## src/pkg/hps_regs.svh

```systemverilog
// Register offsets, field positions, pin map and reset values
`ifndef HPS_REGS_SVH
`define HPS_REGS_SVH
`define HPS_NPINS 14
`define HPS_ADDR_W 12
`define HPS_PCR_OFF 12'h000
`define HPS_DDR_OFF 12'h004
`define HPS_DAT_OFF 12'h008
`define HPS_STS_OFF 12'h00c
`define HPS_PCR_W 16
`define HPS_PCR_RST 16'h0000
`define HPS_DDR_RST 14'h0000
`define HPS_DAT_RST 14'h0000
`define HPS_PCR_HEN 0
`define HPS_PCR_MUX 1
`define HPS_PCR_DBL 2
`define HPS_PCR_DSP 3
`define HPS_PCR_ASP 4
`define HPS_PCR_CSP 5
`define HPS_PIN_D0 0
`define HPS_PIN_D7 7
`define HPS_PIN_A0 8
`define HPS_PIN_A1 9
`define HPS_PIN_A2 10
`define HPS_PIN_DIR 11
`define HPS_PIN_STB 12
`define HPS_PIN_SEL 13
`define HPS_STS_ALO 0
`define HPS_STS_AHI 3
`define HPS_STS_AS 6
`define HPS_STS_SEL 7
`define HPS_STS_DIR 8
`define HPS_STS_RD 9
`define HPS_STS_WR 10
`define HPS_STS_DS 11
`define HPS_STS_MODE 12
`endif

```

## src/pkg/hps_pkg.sv

```systemverilog
// Types shared by the host port pin function select block
package hps_pkg;
`include "hps_regs.svh"
  typedef logic [`HPS_NPINS-1:0] hps_pins_t;
  typedef logic [7:0] hps_byte_t;
  typedef logic [2:0] hps_addr3_t;
  typedef enum logic [2:0] {
    HPS_MODE_GPIO = 3'b001,
    HPS_MODE_NONMUX = 3'b010,
    HPS_MODE_MUX = 3'b100
  } hps_mode_e;
endpackage : hps_pkg

```

## src/verilog/hps_pin_select.sv

```systemverilog
// Host port pin function select with APB register access
//
// Local design decisions: the register offsets and register access over APB.
`timescale 1ns/1ns
`include "hps_regs.svh"
module hps_pin_select (
  input wire logic pclk,
  input wire logic presetn,
  input wire logic [`HPS_ADDR_W-1:0] paddr,
  input wire logic psel,
  input wire logic penable,
  input wire logic pwrite,
  input wire logic [31:0] pwdata,
  output logic [31:0] prdata,
  output logic pready,
  output logic pslverr,
  input wire hps_pkg::hps_pins_t port_pin_i,
  output hps_pkg::hps_pins_t port_pin_o,
  output hps_pkg::hps_pins_t port_pin_oe,
  input wire hps_pkg::hps_byte_t hi_data_out,
  input wire logic hi_data_oe,
  output hps_pkg::hps_byte_t hi_data_in,
  output hps_pkg::hps_addr3_t hi_addr_lo,
  output hps_pkg::hps_addr3_t hi_addr_hi,
  output logic hi_addr_strobe,
  output logic hi_select,
  output logic hi_dir,
  output logic hi_read_strobe,
  output logic hi_write_strobe,
  output logic hi_single_strobe,
  output hps_pkg::hps_mode_e hi_mode
);
  import hps_pkg::*;

  // ----------------------------------------------------------------
  // Registers
  // ----------------------------------------------------------------
  logic [`HPS_PCR_W-1:0] pcr_r;
  hps_pins_t ddr_r;
  hps_pins_t dat_r;
  logic [31:0] prdata_r;
  logic pslverr_r;
  hps_pins_t pin_in;
  hps_pins_t host_use;
  hps_pins_t host_drive;
  hps_pins_t host_val;
  hps_pins_t gpio_rd;
  hps_mode_e mode;
  logic host_en;
  logic is_mux;
  logic is_dbl;
  logic en_nonmux;
  logic en_mux;
  logic en_single;
  logic en_double;
  logic wr_en;
  logic setup;
  logic hit;
  logic [31:0] rd_val;
  logic [15:0] sts;

  assign wr_en = psel & penable & pwrite;
  assign setup = psel & ~penable;

  // ----------------------------------------------------------------
  // Pin map
  // ----------------------------------------------------------------
  // Pin   General   Non-multiplexed host   Multiplexed host
  // 0-7   port bit  data bus               shared address/data bus
  // 8     port bit  address line 0         address strobe
  // 9     port bit  address line 1         address line 8
  // 10    port bit  address line 2         address line 9
  // 11    port bit  direction, or read strobe on a double-strobe bus
  // 12    port bit  data strobe, or write strobe on a double-strobe bus
  // 13    port bit  chip select            address line 10
  // General mode gives every pin its own direction bit; host mode
  // drives the data pins from hi_data_oe and keeps every other pin an input.
  // One polarity bit serves all three data strobes: fewer control
  // bits, but a host with mixed strobe polarities cannot be matched.

  // ----------------------------------------------------------------
  // Mode decode
  // ----------------------------------------------------------------
  assign host_en = pcr_r[`HPS_PCR_HEN];
  assign is_mux = pcr_r[`HPS_PCR_MUX];
  assign is_dbl = pcr_r[`HPS_PCR_DBL];

  always_comb begin
    case ({host_en, is_mux})
      2'b10: mode = HPS_MODE_NONMUX;
      2'b11: mode = HPS_MODE_MUX;
      default: mode = HPS_MODE_GPIO;
    endcase
  end

  assign en_nonmux = (mode == HPS_MODE_NONMUX);
  assign en_mux = (mode == HPS_MODE_MUX);
  assign en_single = host_en & ~is_dbl;
  assign en_double = host_en & is_dbl;
  assign hi_mode = mode;

  // ----------------------------------------------------------------
  // Per-pin ownership
  // ----------------------------------------------------------------
  // Host mode owns all pins; the control pins are inputs only, so
  // a host driving them can never fight the device.
  always_comb begin
    host_use = {`HPS_NPINS{host_en}};
    host_drive = '0;
    host_val = '0;
    host_drive[`HPS_PIN_D7:`HPS_PIN_D0] = {8{hi_data_oe}};
    host_val[`HPS_PIN_D7:`HPS_PIN_D0] = hi_data_out;
  end

  // ----------------------------------------------------------------
  // Pin cells
  // ----------------------------------------------------------------
  // Every pad passes one flop each way, so a decoded host line lags
  // its pin by one edge and the host data byte by two.
  genvar gi;
  generate
    for (gi = 0; gi < `HPS_NPINS; gi = gi + 1) begin : g_pin
      hps_pin_cell u_cell (
        .pclk(pclk),
        .presetn(presetn),
        .host_use(host_use[gi]),
        .host_drive(host_drive[gi]),
        .host_val(host_val[gi]),
        .gpio_out_en(ddr_r[gi]),
        .gpio_val(dat_r[gi]),
        .pad_i(port_pin_i[gi]),
        .pad_o_r(port_pin_o[gi]),
        .pad_oe_r(port_pin_oe[gi]),
        .pad_in_r(pin_in[gi])
      );
    end
  endgenerate

  // ----------------------------------------------------------------
  // Host data and address
  // ----------------------------------------------------------------
  // Data pins read as zero outside host mode so the transfer logic
  // never sees general-purpose traffic.
  always_ff @(posedge pclk or negedge presetn) begin
    if (!presetn) begin
      hi_data_in <= 8'h00;
    end else if (host_en) begin
      hi_data_in <= pin_in[`HPS_PIN_D7:`HPS_PIN_D0];
    end else begin
      hi_data_in <= 8'h00;
    end
  end

  always_comb begin
    hi_addr_lo = 3'h0;
    hi_addr_hi = 3'h0;
    if (en_nonmux) begin
      hi_addr_lo[0] = pin_in[`HPS_PIN_A0];
      hi_addr_lo[1] = pin_in[`HPS_PIN_A1];
      hi_addr_lo[2] = pin_in[`HPS_PIN_A2];
    end
    if (en_mux) begin
      hi_addr_hi[0] = pin_in[`HPS_PIN_A1];
      hi_addr_hi[1] = pin_in[`HPS_PIN_A2];
      hi_addr_hi[2] = pin_in[`HPS_PIN_SEL];
    end
  end

  // ----------------------------------------------------------------
  // Strobes and select
  // ----------------------------------------------------------------
  hps_strobe_in u_as (
    .raw(pin_in[`HPS_PIN_A0]),
    .pol_high(pcr_r[`HPS_PCR_ASP]),
    .enable(en_mux),
    .active(hi_addr_strobe)
  );

  hps_strobe_in u_sel (
    .raw(pin_in[`HPS_PIN_SEL]),
    .pol_high(pcr_r[`HPS_PCR_CSP]),
    .enable(en_nonmux),
    .active(hi_select)
  );

  hps_strobe_in u_rd (
    .raw(pin_in[`HPS_PIN_DIR]),
    .pol_high(pcr_r[`HPS_PCR_DSP]),
    .enable(en_double),
    .active(hi_read_strobe)
  );

  hps_strobe_in u_wr (
    .raw(pin_in[`HPS_PIN_STB]),
    .pol_high(pcr_r[`HPS_PCR_DSP]),
    .enable(en_double),
    .active(hi_write_strobe)
  );

  hps_strobe_in u_ds (
    .raw(pin_in[`HPS_PIN_STB]),
    .pol_high(pcr_r[`HPS_PCR_DSP]),
    .enable(en_single),
    .active(hi_single_strobe)
  );

  // Direction is a plain level, high for a host read
  assign hi_dir = en_single & pin_in[`HPS_PIN_DIR];

  // ----------------------------------------------------------------
  // Register writes
  // ----------------------------------------------------------------
  // Reset leaves every polarity bit clear, i.e. active-low strobes.
  // Reserved control bits are forced to zero so they read back 0.
  always_ff @(posedge pclk or negedge presetn) begin
    if (!presetn) begin
      pcr_r <= `HPS_PCR_RST;
    end else if (wr_en && paddr == `HPS_PCR_OFF) begin
      pcr_r <= '0;
      pcr_r[`HPS_PCR_CSP:`HPS_PCR_HEN] <=
        pwdata[`HPS_PCR_CSP:`HPS_PCR_HEN];
    end
  end

  always_ff @(posedge pclk or negedge presetn) begin
    if (!presetn) begin
      ddr_r <= `HPS_DDR_RST;
    end else if (wr_en && paddr == `HPS_DDR_OFF) begin
      ddr_r <= pwdata[`HPS_NPINS-1:0];
    end
  end

  always_ff @(posedge pclk or negedge presetn) begin
    if (!presetn) begin
      dat_r <= `HPS_DAT_RST;
    end else if (wr_en && paddr == `HPS_DAT_OFF) begin
      dat_r <= pwdata[`HPS_NPINS-1:0];
    end
  end

  // ----------------------------------------------------------------
  // Register reads
  // ----------------------------------------------------------------
  // Output pins read back the driven value, inputs read the pad.
  assign gpio_rd = (ddr_r & dat_r) | (~ddr_r & pin_in);

  // Status packs the decoded host lines so software can watch a
  // host transfer without probing the pads.
  always_comb begin
    sts = 16'h0000;
    sts[`HPS_STS_AHI-1:`HPS_STS_ALO] = hi_addr_lo;
    sts[`HPS_STS_AS-1:`HPS_STS_AHI] = hi_addr_hi;
    sts[`HPS_STS_AS] = hi_addr_strobe;
    sts[`HPS_STS_SEL] = hi_select;
    sts[`HPS_STS_DIR] = hi_dir;
    sts[`HPS_STS_RD] = hi_read_strobe;
    sts[`HPS_STS_WR] = hi_write_strobe;
    sts[`HPS_STS_DS] = hi_single_strobe;
    sts[`HPS_STS_MODE+2:`HPS_STS_MODE] = mode;
  end

  always_comb begin
    rd_val = 32'h0000_0000;
    hit = 1'b1;
    case (paddr)
      `HPS_PCR_OFF: rd_val[`HPS_PCR_W-1:0] = pcr_r;
      `HPS_DDR_OFF: rd_val[`HPS_NPINS-1:0] = ddr_r;
      `HPS_DAT_OFF: rd_val[`HPS_NPINS-1:0] = gpio_rd;
      `HPS_STS_OFF: rd_val[15:0] = sts;
      default: hit = 1'b0;
    endcase
  end

  // Read data and error are caught in the setup cycle, so the access
  // phase always completes in one cycle with stable outputs.
  always_ff @(posedge pclk or negedge presetn) begin
    if (!presetn) begin
      prdata_r <= 32'h0000_0000;
      pslverr_r <= 1'b0;
    end else if (setup) begin
      prdata_r <= pwrite ? 32'h0000_0000 : rd_val;
      pslverr_r <= ~hit;
    end
  end

  assign prdata = prdata_r;
  assign pslverr = pslverr_r & psel & penable;
  assign pready = 1'b1;
endmodule : hps_pin_select

```

## src/verilog/hps_pin_cell.sv

```systemverilog
// One port pin: chooses host or general-purpose drive, registers pad
`timescale 1ns/1ns
module hps_pin_cell (
  input wire logic pclk,
  input wire logic presetn,
  input wire logic host_use,
  input wire logic host_drive,
  input wire logic host_val,
  input wire logic gpio_out_en,
  input wire logic gpio_val,
  input wire logic pad_i,
  output logic pad_o_r,
  output logic pad_oe_r,
  output logic pad_in_r
);
  // ----------------------------------------------------------------
  // Pad drive and capture
  // ----------------------------------------------------------------
  always_ff @(posedge pclk or negedge presetn) begin
    if (!presetn) begin
      pad_o_r <= 1'b0;
      pad_oe_r <= 1'b0;
      pad_in_r <= 1'b0;
    end else begin
      pad_oe_r <= host_use ? host_drive : gpio_out_en;
      pad_o_r <= host_use ? host_val : gpio_val;
      pad_in_r <= pad_i;
    end
  end
endmodule : hps_pin_cell

```

## src/verilog/hps_strobe_in.sv

```systemverilog
// Polarity-programmable strobe input, normalised to active high
`timescale 1ns/1ns
module hps_strobe_in (
  input wire logic raw,
  input wire logic pol_high,
  input wire logic enable,
  output logic active
);
  // Polarity bit low means the pin is asserted when low
  assign active = enable & (pol_high ? raw : ~raw);
endmodule : hps_strobe_in

```

## config.mk

```make
export PLATFORM = sky130hd
export DESIGN_NAME = hps_pin_select
export DESIGN_NICKNAME = d
export VERILOG_FILES = /design/src/pkg/hps_pkg.sv /design/src/verilog/hps_pin_select.sv /design/src/verilog/hps_pin_cell.sv /design/src/verilog/hps_strobe_in.sv
export VERILOG_INCLUDE_DIRS = /design/src /design/src/pkg
export SDC_FILE = /design/constraint.sdc
export NUM_CORES = 1
export LEC_CHECK = 0
export BUFFER_PORTS_ARGS = -buffer_cell sky130_fd_sc_hd__buf_4
export CORE_AREA = 4 4 84 146
export DETAILED_ROUTE_END_ITERATION = 16
export DIE_AREA = 0 0 88 150
export PLACE_DENSITY = 0.63
export SLEW_MARGIN = 40
export SYNTH_ARGS = -nofsm -noshare
export SYNTH_HDL_FRONTEND = slang
export SYNTH_HIERARCHICAL = 1
export SYNTH_SLANG_ARGS = --single-unit
export TNS_END_PERCENT = 10
```

## constraint.sdc

```tcl
create_clock -name pclk -period 4.7 [get_ports pclk]
set_input_delay 0.94 -clock pclk [delete_from_list [all_inputs] [get_ports pclk]]
set_output_delay 0.94 -clock pclk [all_outputs]
set_load 0.02 [all_outputs]
```

==> results.toml, run 1 <==
[detailed_routing]
totalWireLength_um = 11000
first_pass_iters = 4
met3_length_um = 613
wire_per_inst_um = 18.6
wl_met1_um = 4140
viasPerCell = 5.04
drc_errors = 0
wl_met2_um = 5970
via_count = 2974
first_iter_violations = 77
ant_nets = 0
top_layer = "met4"

[synthesis]
synth_compound_area_share_pct = 5.61
ys_ff_latch = 100
yosys.area_share.adder_pct = 0
synth_edf_count = 0
synthTopCellsByArea = "dfrtp_1, mux2_1, mux2_2"
synth_warnings = 6
synth_top_family_by_area = "multiplexers"
yosysSeqAreaShare_pct = 57.5
async_reset_ff_share_pct = 100
muxShareOfSynthArea_pct = 22.4
syn_area_mm2 = 0.00435
synth-simple-area-share_pct = 8.57
yosys.cell_count.top_type = "dfrtp_1"
synthFlopType = "dfrtp_1"
synth_top_cell_by_area = "dfrtp_1"
synth_xor_area_share_pct = 1.01
yosysUniqueCellTypes = 36
avgSynthCellArea_um2 = 13.5
synth_common_cells = "dfrtp_1, mux2_1, mux2_2"
postSynthCellCount = 323
synth.top_cell.area_share_pct = 57.5

[critical_path]
r2r_slack_ns = 2.90
cp.required_ns = 4.93
worstPathMaxFanout = 17
worst_setup_path_end_kind = "register"
crit_buf_inv = 3
crit_path_start_kind = "input port"
cp_common_cell = "buf_4"
cp.arrival_ns = 3.16
crit_path_top_delay_cell = "nor3_2"
crit_chain = "buf_4 > inv_2 > nand2_1 > nor3_2 > buf_4 > mux2_1"
cp_num_cells = 6
path_class = "in2reg"
crit_family = "simple AND/OR/NAND/NOR gates"
reg2regPathDepth = 5
max_stage_delay_ns = 0.73

[cts]
hold_buffers = 0
root_buffer = "clkbuf_16"
clock_latency_ns = 0.34
cts_resized = 0
path_clk_slew_ns = 0.07
cts_tree = "done"
cts_made_buffers = 9
post-cts-setup-buffer-count = 0
htreeDepth = 3
ctsLongestPathBuffers = 2
clock_sinks = 100

[floorplan]
io-pin-count = 157
die_y_um = 150
rows = 51
coreArea_mm2 = 0.0110
die_w_um = 88
die-area_mm2 = 0.0132
initial_core_util_pct = 39.4

[global_route]
grt_pass1_wl_um = 16900
grt_max_degree = 73
grt.overflow.total = 0
grt_pass1_vias = 3091
antenna_found_initial = 0
grt_usage_pct = 17.3

[layout]
fillCellCount = 1007
antennaDiodeCount = 0
syn_to_final_growth_pct = 29.6
seq_area_mm2 = 0.00250
final_nets = 526
drive_above_1_share_pct = 40.0
final_area_mm2 = 0.00564
multi_input_area_mm2 = 0.00175

[timing]
fmax_mhz = 341
holdWs_ns = 0.485
slew-limit-headroom_pct = 44.5
tightestPinTransition_ns = 0.828
finalMaxSlewViolations = 0
period_minus_slack_ns = 2.93
fin_ws_ns = 1.77
grt_setup_unrepaired = "no"
setup_violations = 0
min_period_over_period_pct = 62.4
fin_skew_ns = 0.00516
hold_viol_final = 0
tns_ns = 0

[placed_design]
place_congestion = 0.747
dp_hpwl_um = 7770
port_buffers = 120
place_area_mm2 = 0.00536
place_ws_ns = 1.37

[flow_run]
cap_violations = 0

[min_path]
hp-class = "reg2reg"
worstHoldPathCells = 1

[pwr]
power.leakage_nw = 2.88
power_density_mw_per_mm2 = 298
irDropWorstVdd_mv = 0.191
p_total_mw = 1.68

[outcome]
status = "complete, no violations"
through the flow:
step           instances  util (%)
2_1_floorplan        351         -
3_3_place_gp         575      48.5
3_5_place_dp         575      48.6
4_1_cts              590      51.1
5_1_grt              590      51.1
6_report             590      51.1
logic make-up (layout without fill, tap and decap cells):
family	count (synthesis)	count (layout)
multiplexers	86	86
flip-flops	100	100
XOR/XNOR	5	5
buffers and inverters	34	141
AND/OR/NAND/NOR	63	63
AO/OA/AOI/OAI	33	33
other	2	30
cell usage in the layout, fill, tap and decap left out, types with 7 or more instances in the layout:
cell         n
conb_1      30
mux2_1      29
and2_1      19
buf_4      123
mux2_2      29
o22a_1       7
clkbuf_16    9
o21ai_1      8
nand2_1     19
dfrtp_1     99
mux2i_1     21
state kept, by name, indices dropped and copies added (netlist names):
register               cells
hi_data_in                 8
pcr_r                      6
pslverr_r                  1
prdata                    15
g_pin.u_cell/pad_in_r     14
g_pin.u_cell/pad_o_r      14
dat_r                     14
g_pin.u_cell/pad_oe_r     14
ddr_r                     14
path summary, 6_finish.rpt:
kind | start | to
setup reg to reg | pcr_r[1]$_DFFE_PN0P_ | prdata[7]$_DFFE_PN0P_
setup / recovery | paddr[2] | dat_r[1]$_DFFE_PN0P_
min in group asynchronous | presetn | hi_data_in[1]$_DFF_PN0_
hold reg to reg | g_pin[3].u_cell/pad_in_r$_DFF_PN0_ | hi_data_in[3]$_DFF_PN0_
max in group asynchronous | presetn | prdata[9]$_DFFE_PN0P_
hold / removal | g_pin[3].u_cell/pad_in_r$_DFF_PN0_ | hi_data_in[3]$_DFF_PN0_
final cells by class:
class,instances,area share [%]
flip-flops and latches,100,44.4
multi-input cells,217,31.1
clock buffers,11,4.48
repair buffers,124,16.6
inverters,2,0.133
well taps,132,2.93
clock inverters,4,0.444
metal layers:
metal	global-route usage, %	vias up
met2	30.3	93
met5	0	-
met4	7.76	0
met1	19.9	1502
met3	3.36	15
li1	-	1364
worst reg2reg max path, cell delays in order (launching register included):
cell,delay [ns]
dfrtp_1,0.50
nor2b_1,0.61
and2_1,0.25
mux2i_1,0.08
o22a_1,0.19
o21ai_1,0.10
where the power goes:
| part | total (mW) | switching (mW) | internal, mW |
|---|---|---|---|
| Clock | 0.701 | 0.317 | 0.383 |
| Combinational | 0.105 | 0.0631 | 0.0421 |
| Sequential | 0.873 | 0.00613 | 0.867 |
No activity file was read; power rests on OpenSTA's default activity.
==> run 2: changes to the inputs <==
ABC_AREA = 1   (was not set)
CORE_AREA = 4 4 87 150   (was 4 4 84 146)
DIE_AREA = 0 0 91 154   (was 0 0 88 150)
PLACE_DENSITY = 0.62   (was 0.63)
clock period = 2.9 ns   (was 4.7 ns; I/O delays follow)
==> run 2 against run 1 <==
Clock skew decreased by 0.0012 ns. Critical path depth shrank 1. Count of clock-buffer cells in the layout up 3. Critical path type is now reg2out. Power up 73%. First-iteration DRC count rose by 77%. Combinational power grew to 2.7 times the previous value. Core utilization down 1.4 points. Design area increased by 5.3%. Sequential power is 66% higher.
==> results.toml, run 2 <==
[layout]
final_cells = 859
fin_util_pct = 49.7
antennaDiodeCount = 0
drive_above_1_share_pct = 21.3
syn_to_final_growth_pct = 28.7
layout.cells.most_common = "nand2_1"
final_nets = 789
final_area_mm2 = 0.00594
largest_reg_flops = 15
layout_common_cells = "nand2_1, buf_4, dfrtp_1"

[detailed_routing]
first_iter_violations = 136
first_pass_iters = 4
totalWireLength_um = 12400
via_count = 4072
viasPerCell = 4.74
wire_per_inst_um = 14.5
ant_nets = 0
drc_errors = 0

[placed_design]
dp.cells = 843
dp_hpwl_um = 9370
place_congestion = 0.792
place_area_mm2 = 0.00565
port_buffers = 120
place_ws_ns = 0.489

[global_route]
grt_usage_pct = 18.4
antenna_found_initial = 0
grt_max_degree = 48
grt_pass1_vias = 4136
grt_pass1_wl_um = 20200
grt.overflow.total = 0

[floorplan]
io-pin-count = 157
initial_core_util_pct = 38.6
coreArea_mm2 = 0.0119
die_w_um = 91
rows = 53
die_y_um = 154
die-area_mm2 = 0.0140

[synthesis]
synth_top_cell_by_area = "dfrtp_1"
yosys.cell_count.top_type = "nand2_1"
synth_common_cells = "nand2_1, dfrtp_1, inv_1"
synthFlopType = "dfrtp_1"
synth_warnings = 6
ys_ff_latch = 100
synth_edf_count = 0
postSynthCellCount = 586
syn_area_mm2 = 0.00461
yosysUniqueCellTypes = 22
synthTopCellsByArea = "dfrtp_1, nand2_1, inv_1"
avgSynthCellArea_um2 = 7.87
yosysSeqAreaShare_pct = 54.3
async_reset_ff_share_pct = 100
synth.top_cell.area_share_pct = 54.3

[critical_path]
path_class = "reg2out"
r2r_end = "prdata[11]$_DFFE_PN0P_"
r2r_slack_ns = 1.12
rr_startpoint = "pcr_r[0]$_DFFE_PN0P_"
reg2regPathDepth = 8
cp.arrival_ns = 1.89
worstPathMaxFanout = 28
cp.required_ns = 2.32
max_stage_delay_ns = 0.68
worst_setup_path_end_kind = "primary output"
crit_chain = "nand2_1 > inv_1 > nand2_1 > nor2_1 > buf_4"
crit_path_top_delay_cell = "dfrtp_2"
cp_common_cell = "nand2_1"
crit_path_start_kind = "register"

[pwr]
p_total_mw = 2.90
power.leakage_nw = 3.37
power_density_mw_per_mm2 = 488
irDropWorstVdd_mv = 0.280

[timing]
period_minus_slack_ns = 2.47
finalMaxSlewViolations = 0
tns_ns = 0
slew-limit-headroom_pct = 53.9
fin_ws_ns = 0.431
holdWs_ns = 0.148
grt_setup_unrepaired = "no"
fmax_mhz = 405
hold_viol_final = 0
tightestPinTransition_ns = 0.692
setup_violations = 0
min_period_over_period_pct = 85.1
fin_skew_ns = 0.00395

[cts]
cts_made_buffers = 9
root_buffer = "clkbuf_16"
ctsLongestPathBuffers = 2
clock_sinks = 100
htreeDepth = 3
hold_buffers = 0
post-cts-setup-buffer-count = 0
cts_tree = "done"
path_clk_slew_ns = 0.07
clock_latency_ns = 0.34
cts_resized = 0

[min_path]
hp-class = "in2async"

[outcome]
status = "complete, no violations"

[flow_run]
cap_violations = 0
==> run 2: cell families after synthesis <==
family | share of synthesized area, %
buffers and inverters | 11.4
other | 0.163
AO/OA/AOI/OAI | 6.00
AND/OR/NAND/NOR | 28.2
flip-flops | 54.3
==> run 2: how the worst max path moves through the flow <==
| stage | startpoint | end | slack, ns |
|---|---|---|---|
| 6_report | pcr_r[0]$_DFFE_PN0P_ | hi_addr_strobe | 0.43 |
| 4_1_cts | pcr_r[0]$_DFFE_PN0P_ | hi_single_strobe | 0.41 |
| 5_1_grt | pcr_r[0]$_DFFE_PN0P_ | hi_dir | 0.28 |
| 2_1_floorplan | pcr_r[0]$_DFFE_PN0P_ | hi_dir | 0.38 |
| 3_5_place_dp | paddr[9] | ddr_r[1]$_DFFE_PN0P_ | 0.49 |
| 3_3_place_gp | paddr[11] | dat_r[1]$_DFFE_PN0P_ | 0.55 |
==> run 2: power breakdown <==
group / switching [mW] / internal, mW / total, mW
logic: 0.171 / 0.111 / 0.282
registers: 0.0151 / 1.43 / 1.45
clock network: 0.512 / 0.657 / 1.17
==> run 2: cell type report <==
| class | count | area [µm²] |
|---|---|---|
| well taps | 137 | 171 |
| flip-flops and latches | 100 | 2500 |
| fillers | 1210 | 6000 |
| clock buffers | 14 | 274 |
| inverters | 81 | 304 |
| repair buffers | 127 | 978 |
| multi-input cells | 398 | 1690 |
| clock inverters | 2 | 16.3 |
==> run 2: per-layer routing <==
metal / routed length (µm) / track usage (%)
met5: 0 / 0
met4: 334 / 8.49
met3: 499 / 3.08
met2: 6960 / 35.0
met1: 4630 / 19.5
==> run 2: worst max-delay path: cells and delay by family (launching register included) <==
kind,cells,cell delay (ns)
flops,1,0.68
buf+inv,2,0.31
simple gates,3,0.57
